## config.mk

```make
export PLATFORM = sky130hd
export DESIGN_NAME = gfc_top
export DESIGN_NICKNAME = d
export VERILOG_FILES = /design/src/logic/gfc_pkg.sv /design/src/logic/gfc_gpio_port.sv /design/src/logic/gfc_idle_timer.sv /design/src/logic/gfc_top.sv
export SDC_FILE = /design/constraint.sdc
export NUM_CORES = 1
export LEC_CHECK = 0
export ABC_AREA = 1
export BUFFER_PORTS_ARGS = -buffer_cell sky130_fd_sc_hd__buf_4
export CAP_MARGIN = 20
export CORE_MARGIN = 4
export CORE_UTILIZATION = 30
export DETAILED_ROUTE_END_ITERATION = 16
export PLACE_DENSITY = 0.55
export SLEW_MARGIN = 20
export SYNTH_ARGS = -nofsm -noshare
export SYNTH_HDL_FRONTEND = slang
export SYNTH_SLANG_ARGS = --single-unit
```

## constraint.sdc

```tcl
create_clock -name pclk -period 7 [get_ports pclk]
set_input_delay 1.05 -clock pclk [delete_from_list [all_inputs] [get_ports pclk]]
set_output_delay 1.05 -clock pclk [all_outputs]
set_load 0.03 [all_outputs]
```

## src/logic/gfc_pkg.sv

```systemverilog
// shared constants for the gpio and function configuration register bank
package gfc_pkg;

    // register indices; byte address on the bus is four times the index
    localparam logic [7:0] REG_IDX_GPIO   = 8'h0B;
    localparam logic [7:0] REG_IDX_CFG3   = 8'h0C;

    // general_io_control field positions
    localparam int         AMP_LSB        = 5;
    localparam int         AMP_W          = 3;
    localparam int         GPIO_DIR_LSB   = 2;
    localparam int         GPIO_DATA_LSB  = 0;
    localparam int         GPIO_PINS      = 2;

    // function_config_three field positions
    localparam int         AC_LEADOFF_MODE_SELECT_BIT    = 7;
    localparam int         HALF_REF_BIT   = 6;
    localparam int         IN_CRC_BIT     = 3;
    localparam int         OUT_CRC_BIT    = 2;
    localparam int         TMO_LSB        = 0;
    localparam int         TMO_W          = 2;

    // values after reset
    localparam logic [1:0] GPIO_DIR_RST   = 2'h3;
    localparam logic [1:0] GPIO_DATA_RST  = 2'h0;
    localparam logic [2:0] AMP_RST        = 3'h0;
    localparam logic [1:0] TMO_RST        = 2'h0;
    localparam logic       AC_LEADOFF_MODE_SELECT_RST    = 1'b0;
    localparam logic       HALF_REF_RST   = 1'b0;
    localparam logic       IN_CRC_RST     = 1'b0;
    localparam logic       OUT_CRC_RST    = 1'b0;

    // amplitude division codes
    localparam logic [2:0] AMP_DIV8       = 3'h3;
    localparam logic [2:0] AMP_DIV16      = 3'h4;

    // idle timeout codes and their limits in divided clock cycles
    localparam logic [1:0] TMO_OFF        = 2'h0;
    localparam logic [1:0] TMO_SHORT      = 2'h1;
    localparam logic [1:0] TMO_MID        = 2'h2;
    localparam int         TMO_CNT_W      = 12;
    localparam logic [11:0] TMO_LIM_SHORT = 12'h0FF;
    localparam logic [11:0] TMO_LIM_MID   = 12'h3FF;
    localparam logic [11:0] TMO_LIM_LONG  = 12'hFFF;

    // idle timer states
    typedef enum logic [1:0] {TMR_OFF, TMR_COUNT, TMR_EXPIRED} gfc_tmr_state_t;

endpackage

```

## src/logic/gfc_gpio_port.sv

```systemverilog
// output latch and pad control of the general-purpose pins
`timescale 1ns/1ps
module gfc_gpio_port #(
    parameter int PINS = 2
) (
    input  wire logic            pclk,
    input  wire logic            presetn,
    input  wire logic            wr_en,
    input  wire logic [PINS-1:0] wr_data,
    input  wire logic [PINS-1:0] dir,
    input  wire logic            blocked,
    output logic      [PINS-1:0] pin_o,
    output logic      [PINS-1:0] pin_oe
);
    import gfc_pkg::*;

    logic [PINS-1:0] out_q;
    logic [PINS-1:0] out_d;

    // the register field layout only has room for two pins
    if (PINS != GPIO_PINS)
    begin : g_check
        $error("gfc_gpio_port: PINS must be 2");
    end

    // per pin: only an output pin takes the written level
    for (genvar i = 0; i < PINS; i++)
    begin : g_pin
        always_comb
        begin
            out_d[i] = out_q[i];
            if (wr_en && !dir[i])
                out_d[i] = wr_data[i];
        end
        // respiration modes take the pins away whatever the settings say
        assign pin_oe[i] = !dir[i] && !blocked;
    end

    always_ff @(posedge pclk or negedge presetn)
    begin
        if (!presetn)
            out_q <= GPIO_DATA_RST;
        else
            out_q <= out_d;
    end

    assign pin_o = out_q;

endmodule // gfc_gpio_port

```

## src/logic/gfc_idle_timer.sv

```systemverilog
// idle timeout that resets the serial interface
`timescale 1ns/1ps
module gfc_idle_timer #(
    parameter int CNT_W = 12
) (
    input  wire logic       pclk,
    input  wire logic       presetn,
    input  wire logic [1:0] code,
    input  wire logic       idle,
    input  wire logic       activity,
    input  wire logic       tick,
    output logic            expire
);
    import gfc_pkg::*;

    gfc_tmr_state_t   state_q;
    gfc_tmr_state_t   state_d;
    logic [CNT_W-1:0] cnt_q;
    logic [CNT_W-1:0] cnt_d;
    logic [CNT_W-1:0] limit;
    logic             expire_q;
    logic             expire_d;

    if (CNT_W < TMO_CNT_W)
    begin : g_check
        $error("gfc_idle_timer: CNT_W must hold 4095");
    end

    // limit in divided clock cycles
    always_comb
    begin
        case (code)
            TMO_SHORT: limit = CNT_W'(TMO_LIM_SHORT);
            TMO_MID:   limit = CNT_W'(TMO_LIM_MID);
            default:   limit = CNT_W'(TMO_LIM_LONG);
        endcase
    end

    // after expiry it waits for new activity so it fires once per idle spell
    always_comb
    begin
        state_d  = state_q;
        cnt_d    = cnt_q;
        expire_d = 1'b0;
        if (code == TMO_OFF)
        begin
            state_d = TMR_OFF;
            cnt_d   = '0;
        end
        else if (activity || !idle)
        begin
            state_d = TMR_COUNT;
            cnt_d   = '0;
        end
        else
        begin
            case (state_q)
                TMR_OFF:
                begin
                    state_d = TMR_COUNT;
                    cnt_d   = '0;
                end
                TMR_COUNT:
                begin
                    if (tick)
                    begin
                        cnt_d = cnt_q + CNT_W'(1);
                        if (cnt_d >= limit)
                        begin
                            expire_d = 1'b1;
                            state_d  = TMR_EXPIRED;
                            cnt_d    = '0;
                        end
                    end
                end
                TMR_EXPIRED: cnt_d = '0;
                default:     state_d = TMR_OFF;
            endcase
        end
    end

    always_ff @(posedge pclk or negedge presetn)
    begin
        if (!presetn)
        begin
            state_q  <= TMR_OFF;
            cnt_q    <= '0;
            expire_q <= 1'b0;
        end
        else
        begin
            state_q  <= state_d;
            cnt_q    <= cnt_d;
            expire_q <= expire_d;
        end
    end

    assign expire = expire_q;

endmodule // gfc_idle_timer

```

## src/logic/gfc_top.sv

```systemverilog
// apb register bank for gpio control and function configuration three
//
// Operation
// - each gpio_direction bit makes its pin an output at 0 and an input at 1, both 1 after reset.
// - reading gpio_pin_data returns the live level of each pin whatever its direction.
// - writing gpio_pin_data sets the driven level of a pin that is an output.
// - writing gpio_pin_data for an input pin changes neither the pin nor later reads.
// - the top three bits of general_io_control pick amplitude division, 011 one eighth, 100 one sixteenth.
// - in certain respiration modes the gpio pins are unavailable whatever the settings.
// - ac_leadoff_mode_select picks software lead-off at 0, after reset, and hardware at 1.
// - half_ref_switch_on closes the half-reference switch at 1, open after reset.
// - input_crc_enable turns on crc checking of host data at 1, off after reset.
// - output_crc_enable turns on crc protection of device data at 1, off after reset.
// - the idle timeout code disables at 00 and picks 255, 1023 or 4095 divided clock cycles.
`timescale 1ns/1ps
module gfc_top #(
    parameter int ADDR_W = 8,
    parameter int CNT_W  = 12
) (
    // apb slave
    input  wire logic              pclk,
    input  wire logic              presetn,
    input  wire logic              psel,
    input  wire logic              penable,
    input  wire logic              pwrite,
    input  wire logic [ADDR_W-1:0] paddr,
    input  wire logic [31:0]       pwdata,
    input  wire logic [3:0]        pstrb,
    output logic                   pready,
    output logic      [31:0]       prdata,
    output logic                   pslverr,
    // general-purpose pins
    input  wire logic [gfc_pkg::GPIO_PINS-1:0] gpio_pin_i,
    output logic      [gfc_pkg::GPIO_PINS-1:0] gpio_pin_o,
    output logic      [gfc_pkg::GPIO_PINS-1:0] gpio_pin_oe,
    input  wire logic              resp_gpio_block,
    // serial interface supervision
    input  wire logic              serial_idle,
    input  wire logic              serial_activity,
    input  wire logic              timeout_tick,
    output logic                   serial_if_reset,
    // configuration outputs to the analog and serial logic
    output logic                   ac_leadoff_mode_select,
    output logic                   half_ref_switch_on,
    output logic                   input_crc_enable,
    output logic                   output_crc_enable,
    output logic      [2:0]        amp_div_code,
    output logic                   amp_div_eighth,
    output logic                   amp_div_sixteenth
);
    import gfc_pkg::*;

    // bus timing, zero wait states throughout
    //   setup cycle: read byte and pin levels captured into prdata_q
    //   access cycle: pready high, pslverr high for an unmapped word
    //   closing edge: a write lands; outputs show it straight after that edge
    // only byte lane 0 carries register bits; the upper lanes are ignored
    // after reset both directions read 1, so no pin is driven
    // resp_gpio_block wins over any direction or data setting
    // an idle timeout never touches the register contents
    // the timer sees a new code straight after its write edge
    // reserved bits are dropped on write and read back as zero
    // limitation: pins are read in the setup cycle, one cycle early
    // trade-off: pready is tied high, so no access can be stretched

    // word address match; the two low address bits are ignored
    function automatic logic reg_hit(input logic [ADDR_W-1:0] addr,
                                     input logic [7:0]        idx);
        reg_hit = (addr[ADDR_W-1:2] == (ADDR_W-2)'(idx));
    endfunction

    // indices of 0x0C need at least eight address bits
    if (ADDR_W < 8)
    begin : g_check
        $error("gfc_top: ADDR_W must be at least 8");
    end

    // the longest timeout needs a twelve-bit count
    if (CNT_W < TMO_CNT_W)
    begin : g_cnt_check
        $error("gfc_top: CNT_W must be at least 12");
    end

    // bus phase decode
    logic setup_ph;
    logic access_ph;

    // register selects
    logic hit_gpio;
    logic hit_cfg3;
    logic mapped;

    // write strobes per register
    logic wr_fire;
    logic wr_gpio;
    logic wr_cfg3;

    assign setup_ph  = psel && !penable;
    assign access_ph = psel && penable;
    assign hit_gpio  = reg_hit(paddr, REG_IDX_GPIO);
    assign hit_cfg3  = reg_hit(paddr, REG_IDX_CFG3);
    assign mapped    = hit_gpio || hit_cfg3;

    // writes land on the access edge; only byte lane 0 carries register bits
    assign wr_fire = access_ph && pwrite && pstrb[0];
    assign wr_gpio = wr_fire && hit_gpio;
    assign wr_cfg3 = wr_fire && hit_cfg3;

    // zero wait states: every access completes in its first access cycle
    assign pready  = 1'b1;

    // an unmapped word is refused and a write to it changes nothing
    assign pslverr = access_ph && !mapped;

    // general_io_control state
    logic [AMP_W-1:0]     amp_q;
    logic [AMP_W-1:0]     amp_d;

    // pin directions, 1 makes a pin an input
    logic [GPIO_PINS-1:0] dir_q;
    logic [GPIO_PINS-1:0] dir_d;

    // amplitude and direction fields
    always_comb
    begin
        amp_d = amp_q;
        dir_d = dir_q;
        if (wr_gpio)
        begin
            amp_d = pwdata[AMP_LSB +: AMP_W];
            dir_d = pwdata[GPIO_DIR_LSB +: GPIO_PINS];
        end
    end

    always_ff @(posedge pclk or negedge presetn)
    begin
        if (!presetn)
        begin
            amp_q <= AMP_RST;
            dir_q <= GPIO_DIR_RST;
        end
        else
        begin
            amp_q <= amp_d;
            dir_q <= dir_d;
        end
    end

    // pin output latch and pad enables live in their own module
    gfc_gpio_port #(
        .PINS    (GPIO_PINS)
    ) u_gpio (
        .pclk    (pclk),
        .presetn (presetn),
        .wr_en   (wr_gpio),
        .wr_data (pwdata[GPIO_DATA_LSB +: GPIO_PINS]),
        .dir     (dir_q),
        .blocked (resp_gpio_block),
        .pin_o   (gpio_pin_o),
        .pin_oe  (gpio_pin_oe)
    );

    // function_config_three state
    logic             ac_leadoff_mode_select_q;
    logic             ac_leadoff_mode_select_d;
    logic             half_ref_q;
    logic             half_ref_d;

    // crc enables for both directions of the serial link
    logic             in_crc_q;
    logic             in_crc_d;
    logic             out_crc_q;
    logic             out_crc_d;

    // idle timeout code
    logic [TMO_W-1:0] tmo_q;
    logic [TMO_W-1:0] tmo_d;

    // reserved bits 5 and 4 are not stored and read back as zero
    always_comb
    begin
        ac_leadoff_mode_select_d  = ac_leadoff_mode_select_q;
        half_ref_d = half_ref_q;
        in_crc_d   = in_crc_q;
        out_crc_d  = out_crc_q;
        tmo_d      = tmo_q;
        if (wr_cfg3)
        begin
            ac_leadoff_mode_select_d  = pwdata[AC_LEADOFF_MODE_SELECT_BIT];
            half_ref_d = pwdata[HALF_REF_BIT];
            in_crc_d   = pwdata[IN_CRC_BIT];
            out_crc_d  = pwdata[OUT_CRC_BIT];
            tmo_d      = pwdata[TMO_LSB +: TMO_W];
        end
    end

    // timeout expiry does not touch these, so contents survive it
    always_ff @(posedge pclk or negedge presetn)
    begin
        if (!presetn)
        begin
            ac_leadoff_mode_select_q  <= AC_LEADOFF_MODE_SELECT_RST;
            half_ref_q <= HALF_REF_RST;
            in_crc_q   <= IN_CRC_RST;
            out_crc_q  <= OUT_CRC_RST;
            tmo_q      <= TMO_RST;
        end
        else
        begin
            ac_leadoff_mode_select_q  <= ac_leadoff_mode_select_d;
            half_ref_q <= half_ref_d;
            in_crc_q   <= in_crc_d;
            out_crc_q  <= out_crc_d;
            tmo_q      <= tmo_d;
        end
    end

    // idle supervision of the serial interface
    // its expiry pulse goes straight out to the serial block
    gfc_idle_timer #(
        .CNT_W    (CNT_W)
    ) u_timer (
        .pclk     (pclk),
        .presetn  (presetn),
        .code     (tmo_q),
        .idle     (serial_idle),
        .activity (serial_activity),
        .tick     (timeout_tick),
        .expire   (serial_if_reset)
    );

    // readable byte of each register; reserved bits read as zero
    logic [7:0]  gpio_rd_byte;
    logic [7:0]  cfg3_rd_byte;

    // general_io_control as the host sees it, pins at their live level
    always_comb
    begin
        gpio_rd_byte                             = 8'h00;
        gpio_rd_byte[AMP_LSB +: AMP_W]           = amp_q;
        gpio_rd_byte[GPIO_DIR_LSB +: GPIO_PINS]  = dir_q;
        gpio_rd_byte[GPIO_DATA_LSB +: GPIO_PINS] = gpio_pin_i;
    end

    // function_config_three as the host sees it; bits 5 and 4 are not stored
    always_comb
    begin
        cfg3_rd_byte                   = 8'h00;
        cfg3_rd_byte[AC_LEADOFF_MODE_SELECT_BIT]      = ac_leadoff_mode_select_q;
        cfg3_rd_byte[HALF_REF_BIT]     = half_ref_q;
        cfg3_rd_byte[IN_CRC_BIT]       = in_crc_q;
        cfg3_rd_byte[OUT_CRC_BIT]      = out_crc_q;
        cfg3_rd_byte[TMO_LSB +: TMO_W] = tmo_q;
    end

    // read data, captured in the setup cycle so prdata comes from a flop
    logic [31:0] prdata_q;
    logic [31:0] prdata_d;

    // pins are sampled one cycle before the data is taken by the master
    always_comb
    begin
        prdata_d = prdata_q;
        if (setup_ph && !pwrite)
        begin
            prdata_d = 32'h0000_0000;
            if (hit_gpio)
                prdata_d[7:0] = gpio_rd_byte;
            else if (hit_cfg3)
                prdata_d[7:0] = cfg3_rd_byte;
        end
    end

    always_ff @(posedge pclk or negedge presetn)
    begin
        if (!presetn)
            prdata_q <= 32'h0000_0000;
        else
            prdata_q <= prdata_d;
    end

    // prdata holds until the next read setup cycle
    assign prdata = prdata_q;

    // configuration outputs straight from their flops
    assign ac_leadoff_mode_select = ac_leadoff_mode_select_q;
    assign half_ref_switch_on     = half_ref_q;

    // crc enables and amplitude code for the serial and analog logic
    assign input_crc_enable       = in_crc_q;
    assign output_crc_enable      = out_crc_q;
    assign amp_div_code           = amp_q;

    // reserved amplitude codes select no division at all
    assign amp_div_eighth    = (amp_q == AMP_DIV8);
    assign amp_div_sixteenth = (amp_q == AMP_DIV16);

endmodule // gfc_top

```

==> results of run 1 <==
area by class of cell:
class                           count  area, µm²
Multi-Input combinational cell    190       1050
Timing Repair Buffer               47        353
Inverter                           39        146
Clock inverter                      3       43.8
Fill cell                         768       4550
Tap cell                           99        124
Clock buffer                        5       68.8
Sequential cell                    35        878
cells in the mapped netlist, drive strengths merged:
master / number
conb: 2
a21oi: 4
nor3: 2
nand2: 59
nor3b: 2
nand3: 18
dfstp: 2
o22ai: 7
dfrtp: 33
or2: 2
a211oi: 2
o21a: 6
o21ai: 16
nor2: 23
o221ai: 5
xor2: 3
o21bai: 2
inv: 39
nand4: 5
buf: 30
ha: 8
power by group:
part / switching, mW / total, mW / internal [mW]
Clock: 0.0804 / 0.186 / 0.106
Combinational: 0.0538 / 0.0800 / 0.0263
Sequential: 0.00521 / 0.216 / 0.210
Total: 0.139 / 0.482 / 0.343
worst paths after layout:
path	from	end	slack [ps]	cells past startpoint
max in group asynchronous	presetn	dir_q[0]	5950	1
min in group asynchronous	presetn	input_crc_enable	710	1
setup / recovery	paddr[2]	pslverr	3960	7
hold reg to reg	u_gpio.pin_o[0]	u_gpio.pin_o[0]	490	2
setup reg to reg	u_timer.cnt_q[1]	u_timer.cnt_q[11]	4220	14
hold / removal	u_gpio.pin_o[0]	u_gpio.pin_o[0]	490	2
cell families after synthesis:
family	Yosys count
AND/OR/NAND/NOR	111
other	2
XOR/XNOR	3
flip-flops	35
AO/OA/AOI/OAI	42
buffers and inverters	69
adder cells (fa/ha/maj)	8
metal layers:
metal  vias to the layer above  track usage (%)  share of wire (%)
li1                        913                -                  -
met1                       836             14.1                 43
met2                        61             19.6                 48
met3                         6             4.49                8.9
met4                         0             4.09               0.81
met5                         -                0                  0
flip-flops by register name (all words and copies together) (netlist names):
name,count
half_ref_switch_on,1
tmo_q,2
u_timer.expire,1
u_timer.state_q,2
input_crc_enable,1
amp_div_code,3
u_gpio.pin_o,2
ac_leadoff_mode_select,1
dir_q,2
u_timer.cnt_q,12
prdata,7
output_crc_enable,1
critical path: stages:
cell and delay, ps:
buf_4 90, nand2_1 40, nor3b_1 180, nand2_1 220, inv_1 170, nor2_1 70
buf_4 160
metrics by stage:
stage | setup WS, ps | utilization, %
3_5_place_dp | 3920 | 35.4
2_1_floorplan | 4110 | -
5_1_grt | 3840 | 37.0
3_3_place_gp | 3920 | 35.4
6_report | 3960 | 37.0
4_1_cts | 3920 | 37.0
==> metrics.txt, run 1 <==
mux cell area share after synthesis 0%; Min Hold Slack 495 ps; core area 7210 µm²; chip width 93.8 µm; Simple-Gate Fraction of Synth Area 23.0%; max cap viols 0; Clock Tree Buf Depth 2; initial antenna violation count 0; sequential area share after synthesis 39.7%; diode count 0; CP startpoint kind primary input; 1st-iter DRT viols 27; Tightest Pin Transition 883 ps; final hold violations 0; top cells by area, synth dfrtp_1, nand2_1, buf_4; area share of fa/ha/maj cells after synthesis 4.53%; CP Data Required Time 5950 ps; syn avg cell area 8.19 µm²; crit path DAT 1990 ps; Placed Instances 410; YS warnings 0; PostCTS Resize Cnt 0; H-tree depth 2; fraction of the mapped netlist area in compound gates 14.5%; fmax 329 MHz; Root Buffer clkbuf_8; unrepaired setup endpoints after global routing no; final period utilization 43.5%; Relative slew margins 40.9%; largest family of logic cells by synthesized area simple AND/OR/NAND/NOR gates; die height 93.8 µm; gpl congestion 0.787; Initial Util 30.6%; drt first pass iters 4; dominant cell type by area after synthesis dfrtp_1; crit-path max FO 7; crit path capture type primary output; status finished clean; Leak 1.32 nW; Worst Hold Class register to register; Vias/cell 4.34; DR DRC count 0; setup TNS 0 ps; commonest non-fill, non-tap cell in the layout nand2_1; Pwr Density 181 nW/µm²; CTS buffer count 5; top cell type's share of synthesized area 37.4%; Synth Area in XOR/XNOR 1.19%; post-CTS setup buffers 0; overall power 0.482 mW; CTS tree done; Setup Crit Path Kind primary input to primary output; share of layout cells above drive strength 1 25.7%; largest net degree at the start of global routing 36; cts hold-fix bufs 0; vias in the first global route 1,903; final WL 4.91 mm; Nets 381; Rows 31; clock latency at the later pin of the worst-skew pair 290 ps; commonest cells after routing, fill and taps aside nand2_1, buf_4, inv_1; clk sink count 35; Mapped Cells 270; GRT Resource Usage Total 11.9%; Cell Area, Placed 2560 µm²; post-synthesis cell area 2210 µm²; routed length per placed instance 11.7 µm; total gr overflow 0; Cell variety after synth 33; peak supply drop 0.000135 V; first-pass GRT wire length 8.39 mm; register bit total from synthesis 35; routed vias 1,816; IO Pins 103; Final setup viols 0; Clk pin slew, worst setup/hold paths 80 ps; die area 8810 µm²; port buffer count 46; min Tclk post-route 3040 ps; Design Area, Final 2670 µm²; Post-DRT Antenna Nets 0; clk_skew 8.29 ps; area added between synthesis and finish 20.7%; Final Slew Violations 0; final cell count without fillers 418; HPWL Detailed 3.70 mm
No activity file was read; power rests on OpenSTA's default activity.
==> run 2: changes to the inputs <==
--- a/config.mk
+++ b/config.mk
@@ -5,7 +5,7 @@
 export SDC_FILE = /design/constraint.sdc
 export NUM_CORES = 1
 export LEC_CHECK = 0
-export ABC_AREA = 1
+export ABC_AREA = 0
 export BUFFER_PORTS_ARGS = -buffer_cell sky130_fd_sc_hd__buf_4
 export CAP_MARGIN = 20
 export CORE_MARGIN = 4
==> constraint.sdc (replaced) <==
create_clock -name pclk -period 2.9 [get_ports pclk]
set_input_delay 0.435 -clock pclk [delete_from_list [all_inputs] [get_ports pclk]]
set_output_delay 0.435 -clock pclk [all_outputs]
set_load 0.03 [all_outputs]
==> metrics.txt, run 2 <==
drt first pass iters 4 (unchanged); peak supply drop 0.000253 V (was 0.000135 V); Leak 1.38 nW (was 1.32 nW); Clk pin slew, worst setup/hold paths 70 ps (was 80 ps); clock latency at the later pin of the worst-skew pair 290 ps (about the same); min Tclk post-route 2740 ps; Internal Power 0.912 mW (was 0.343 mW); vias in the first global route 1,772 (was 1,903); Flop pwr share 42.0% (was 44.7%); max FFs per register 12 (unchanged); final WL 5.15 mm (was 4.91 mm); overall power 1.24 mW (was 0.482 mW); Clk pwr share 42.6% (was 38.7%); unrepaired setup endpoints after global routing no (unchanged); die height 93.2 µm (was 93.8 µm); fraction of the mapped netlist area in compound gates 14.2% (was 14.5%); register bit total from synthesis 35 (unchanged); total gr overflow 0 (unchanged); Post-DRT Antenna Nets 0 (unchanged); GRT Resource Usage Total 11.9% (about the same); ys async rst share 100% (unchanged); 1st-iter DRT viols 90 (was 27); gpl congestion 0.819 (was 0.787); DR DRC count 0 (unchanged); HPWL Detailed 3.94 mm (was 3.70 mm); IO Pins 103 (unchanged); max cap viols 0 (unchanged); clk sink count 35 (unchanged); first-pass GRT wire length 8.25 mm (was 8.39 mm); Rows 30 (was 31); status finished clean (unchanged); syn avg cell area 9.52 µm² (was 8.19 µm²); CTS buffer count 5 (unchanged); fmax 365 MHz; setup TNS 0 ps (unchanged); H-tree depth 2 (unchanged); Final setup viols 0 (unchanged); largest family of logic cells by synthesized area simple AND/OR/NAND/NOR gates (unchanged); Setup Crit Path Kind register to register (was primary input to primary output); dominant cell type by area after synthesis dfrtp_1 (unchanged); diode count 0 (unchanged); largest net degree at the start of global routing 36 (unchanged); Synth Area in XOR/XNOR 2.01% (was 1.19%); routed length per placed instance 13.1 µm (was 11.7 µm); Psw 0.325 mW (was 0.139 mW); number of flops mapped to enable cells by yosys 0 (unchanged); crit path capture type register (was primary output); chip width 93.2 µm (was 93.8 µm); CTS tree done (unchanged); Vias/cell 4.55 (was 4.34); area share of fa/ha/maj cells after synthesis 4.59% (was 4.53%); CP Data Required Time 3070 ps (was 5950 ps); Final Slew Violations 0 (unchanged); Pwr Density 435 nW/µm² (was 181 nW/µm²); final period utilization 94.4%; CP startpoint kind register (was primary input); post-synthesis cell area 2180 µm² (was 2210 µm²); Worst Hold Class primary input to async pin (was register to register); share of layout cells above drive strength 1 33.6% (was 25.7%); crit path DAT 2910 ps (was 1990 ps); sequential area share after synthesis 40.3% (was 39.7%); die area 8690 µm² (was 8810 µm²); top cells by count, synth dfrtp_1, nand2_1, buf_4 (was nand2_1, inv_1, dfrtp_1); Mapped Cells 229 (was 270); YS warnings 0 (unchanged); Cell variety after synth 51 (was 33); clk_skew 7.65 ps (was 8.29 ps); mux cell area share after synthesis 4.65% (was 0%); Clock Tree Buf Depth 2 (unchanged); commonest non-fill, non-tap cell in the layout buf_4 (was nand2_1); Root Buffer clkbuf_8 (unchanged); cts hold-fix bufs 0 (unchanged); Comb pwr share 15.4% (was 16.6%); top-count cell post-synth dfrtp_1 (was nand2_1); Nets 360 (was 381); Simple-Gate Fraction of Synth Area 22.6% (was 23.0%); switch share 26.3% (was 28.9%); top cell type's share of synthesized area 37.9% (was 37.4%); area added between synthesis and finish 30.4% (was 20.7%); ys flop type dfrtp_1 (unchanged); core area 6910 µm² (was 7210 µm²); crit-path max FO 5 (was 7); Biggest register u_timer.cnt_q (unchanged); initial antenna violation count 0 (unchanged); top cells by area, synth dfrtp_1, buf_4, nand2_1 (was dfrtp_1, nand2_1, buf_4); Initial Util 31.6% (was 30.6%); routed vias 1,794 (was 1,816); commonest cells after routing, fill and taps aside buf_4, nand2_1, dfrtp_1 (was nand2_1, buf_4, inv_1); port buffer count 46 (unchanged); final hold violations 0 (unchanged)
-- run 2: changes by cell type after synthesis, sizes merged, moves of 5 or more --
cell    before  now
nor3         2    7
a22oi        0    7
nand3       18    6
inv         39    6
a221o        0    6
o21ai       16    5
mux2         0    9
o221ai       5    0
nand2       59   31
o22ai        7    0
-- run 2: routing by layer --
metal	GRT usage (%)	part of all wire [%]
met5	0	0
met4	4.88	1.8
met3	2.65	4.3
met2	18.7	46
met1	15.8	48
-- run 2: through the flow --
stage	hold slack, ps	area [µm²]	instances	worst slack [ps]	util, %
floorplan	139	2270	253	161	-
global placement	428	2650	382	93.8	38.4
detailed placement	434	2650	382	106	38.4
CTS	114	2790	390	79.6	40.4
global route	127	2840	394	2.69	41.1
finish	98.4	2840	394	162	41.1
-- run 2: worst max-delay path: stages (launching register included) --
cell and delay (ps):
dfrtp_1 370, nand4_1 170, buf_4 200, nor3_1 230, xor2_1 130, ha_1 320, and4_1 220, nand4_1 150
a221oi_4 250, buf_12 160, buf_4 110, nor4b_1 40, a221o_1 260
-- run 2: logic make-up after synthesis --
group / Yosys count
multiplexers: 9
XOR/XNOR: 5
adder cells (fa/ha/maj): 8
flip-flops: 35
AND/OR/NAND/NOR: 92
buffers and inverters: 38
other: 2
AO/OA/AOI/OAI: 40
-- run 2: path summary, 6_finish.rpt --
path,startpoint,endpoint,slack (ps),depth (start not counted)
max,u_timer.cnt_q[5],u_timer.cnt_q[2],160,12
min in group pclk,pwdata[5],amp_div_code[0],330,3
min,presetn,u_timer.cnt_q[5],100,1
max in group asynchronous,presetn,u_timer.cnt_q[1],2450,1
max reg2reg,u_timer.cnt_q[5],u_timer.cnt_q[2],160,12
min reg2reg,dir_q[1],dir_q[1],490,2
-- run 2: what timing repair did --
item                                    CTS  global route
endpoints found under the setup margin    0            12
setup buffers                             0             3
resized for setup                         0             4
-- run 2: layout make-up --
class / count / area, µm²
well taps: 96 / 120
fillers: 695 / 4070
repair buffers: 68 / 523
flip-flops and latches: 35 / 881
clock buffers: 5 / 68.8
clock inverters: 3 / 67.6
multi-input cells: 181 / 1160
inverters: 6 / 22.5
-- run 2: power by group through the flow --
stage | Clock, mW | Sequential, mW | Combinational [mW]
finish | 0.527 | 0.520 | 0.190
CTS | 0.543 | 0.520 | 0.192
floorplan | 0 | 0.561 | 0.106
detailed placement | 0 | 0.530 | 0.191
global placement | 0 | 0.530 | 0.189
global route | 0.566 | 0.523 | 0.204
==> run 3: changes to the inputs <==
--- a/config.mk
+++ b/config.mk
@@ -11,7 +11,8 @@
 export CORE_MARGIN = 4
 export CORE_UTILIZATION = 30
 export DETAILED_ROUTE_END_ITERATION = 16
-export PLACE_DENSITY = 0.55
+export PLACE_DENSITY_LB_ADDON = 0.3
+export SKIP_LAST_GASP = 1
 export SLEW_MARGIN = 20
 export SYNTH_ARGS = -nofsm -noshare
 export SYNTH_HDL_FRONTEND = slang
==> metrics.txt, run 3 (same netlist as run 2, synthesis figures left out) <==
die height 93.2 µm (unchanged); R2R Path Start u_timer.cnt_q[0] (was u_timer.cnt_q[5]); H-tree depth 2 (unchanged); CP Data Required Time 3080 ps (was 3070 ps); Psw 0.334 mW (was 0.325 mW); CP startpoint kind register (unchanged); IO Pins 103 (unchanged); Pwr Density 417 nW/µm² (was 435 nW/µm²); clk_skew 6.68 ps (was 7.65 ps); CTS buffer count 5 (unchanged); Clk pin slew, worst setup/hold paths 80 ps (was 70 ps); Root Buffer clkbuf_8 (unchanged); vias in the first global route 1,661 (was 1,772); fillers 695 (unchanged); GRT Resource Usage Total 11.8% (was 11.9%); routed vias 1,812 (was 1,794); total gr overflow 0 (unchanged); Rows 30 (unchanged); Comb pwr share 16.4% (was 15.4%); setup TNS 0 ps (unchanged); Min Hold Slack 86.4 ps (was 98.4 ps); Biggest register u_timer.cnt_q (unchanged); clk sink count 35 (unchanged); Nets 356 (was 360); commonest cells after routing, fill and taps aside buf_4, nand2_1, dfrtp_1 (unchanged); HPWL Detailed 3.83 mm (was 3.94 mm); chip width 93.2 µm (unchanged); largest net degree at the start of global routing 36 (unchanged); Final Slew Violations 0 (unchanged); reg2reg end u_timer.cnt_q[3] (was u_timer.cnt_q[2]); DR DRC count 0 (unchanged); overall power 1.16 mW (was 1.24 mW); unrepaired setup endpoints after global routing no (unchanged); most frequent CP cell ha_1; drt first pass iters 4 (unchanged); Final setup viols 0 (unchanged); area added between synthesis and finish 27.6% (was 30.4%); Initial Util 31.6% (unchanged); crit path DAT 2890 ps (was 2910 ps); fmax 368 MHz (was 365 MHz); share of layout cells above drive strength 1 33.0% (was 33.6%); Tightest Pin Transition 514 ps; Setup Crit Path Kind register to register (unchanged); diode count 0 (unchanged); final hold violations 0 (unchanged); Reg2Reg Setup Slack 190 ps (was 160 ps); die area 8690 µm² (unchanged); final WL 5.14 mm (was 5.15 mm); initial antenna violation count 0 (unchanged); Worst Hold Class primary input to async pin (unchanged); reg2reg path depth 12 (unchanged); max cap viols 0 (unchanged); Relative slew margins 65.6%; port buffer count 46 (unchanged); core area 6910 µm² (unchanged); Leak 1.35 nW (was 1.38 nW); Clock Tree Buf Depth 2 (unchanged); crit-path cells ha_1 -> and2_1 -> nand2_1 -> nor2_1 -> xor2_1 -> ha_1 -> and4_1 -> nand4_1 -> a221oi_4 -> buf_4 -> nor2_4 -> a221o_1 (was nand4_1 -> buf_4 -> nor3_1 -> xor2_1 -> ha_1 -> and4_1 -> nand4_1 -> a221oi_4 -> buf_12 -> buf_4 -> nor4b_1 -> a221o_1); slowest CP cell dfrtp_2 (was dfrtp_1); status finished clean (unchanged); commonest non-fill, non-tap cell in the layout buf_4 (unchanged); Post-DRT Antenna Nets 0 (unchanged); min Tclk post-route 2710 ps (was 2740 ps); CP max stage delay 460 ps (was 370 ps); Clk pwr share 38.7% (was 42.6%); switch share 28.8% (was 26.3%); CTS tree done (unchanged); final period utilization 93.6% (was 94.4%); routed length per placed instance 13.2 µm (was 13.1 µm); peak supply drop 0.000209 V (was 0.000253 V); max FFs per register 12 (unchanged); gpl congestion 0.814 (was 0.819); clock latency at the later pin of the worst-skew pair 290 ps (about the same); Internal Power 0.825 mW (was 0.912 mW); Vias/cell 4.65 (was 4.55); 1st-iter DRT viols 83 (was 90); crit path capture type register (unchanged); crit-path max FO 6 (was 5); first-pass GRT wire length 8.09 mm (was 8.25 mm); Flop pwr share 44.9% (was 42.0%)
==> run 3: worst max path at each step <==
stage	from	end	slack [ps]	cells after the start
2_1_floorplan	u_timer.cnt_q[4]	u_timer.cnt_q[2]	160	10
3_3_place_gp	u_timer.cnt_q[0]	u_timer.cnt_q[3]	150	12
3_5_place_dp	u_timer.cnt_q[0]	u_timer.cnt_q[6]	120	12
4_1_cts	u_timer.cnt_q[0]	u_timer.cnt_q[6]	120	12
5_1_grt	u_timer.cnt_q[0]	u_timer.cnt_q[11]	20	12
6_report	u_timer.cnt_q[0]	u_timer.cnt_q[3]	190	12
==> run 3: final cells by class <==
type | count | area [µm²] | area share (%)
Clock buffer | 5 | 68.8 | 2.47
Timing Repair Buffer | 64 | 484 | 17.4
Tap cell | 96 | 120 | 4.32
Clock inverter | 3 | 43.8 | 1.57
Sequential cell | 35 | 881 | 31.7
Inverter | 6 | 22.5 | 0.810
Multi-Input combinational cell | 181 | 1160 | 41.7
==> run 3: metal layers <==
| metal | vias to the layer above | share of wire, % | global-route usage (%) |
|---|---|---|---|
| li1 | 884 | - | - |
| met1 | 864 | 45 | 15.3 |
| met2 | 57 | 48 | 18.6 |
| met3 | 7 | 5.5 | 2.90 |
| met4 | 0 | 1.6 | 4.76 |
| met5 | - | 0 | 0 |
==> run 3: through the flow <==
stage	util [%]	setup WS, ps	instances	cell area, µm²
3_3_place_gp	38.1	152	379	2630
3_5_place_dp	38.1	122	379	2630
5_1_grt	40.3	15.0	390	2780
6_report	40.3	186	390	2780
4_1_cts	39.7	118	387	2740
2_1_floorplan	-	161	253	2270
==> run 3: timing repair <==
item / CTS / global route
setup endpoints to repair: 0 / 10
buffers inserted: 0 / 2
hold buffers: 0 / 0
gates resized for setup: 0 / 5
==> run 3: power groups by stage <==
stage	sequential, mW	combinational (mW)	clock (mW)
after floorplan	0.561	0.106	0
after global placement	0.529	0.190	0
after detailed placement	0.529	0.191	0
after CTS	0.520	0.191	0.464
after global routing	0.522	0.201	0.480
final	0.520	0.190	0.449
==> run 3: worst max-delay path: cells and delay by family, from the launching register on <==
family | cells | cell delay, ps
compound gates | 2 | 580
xor+xnor | 1 | 150
fa+ha+maj | 2 | 490
buf+inv | 1 | 200
flops | 1 | 460
simple gates | 6 | 720
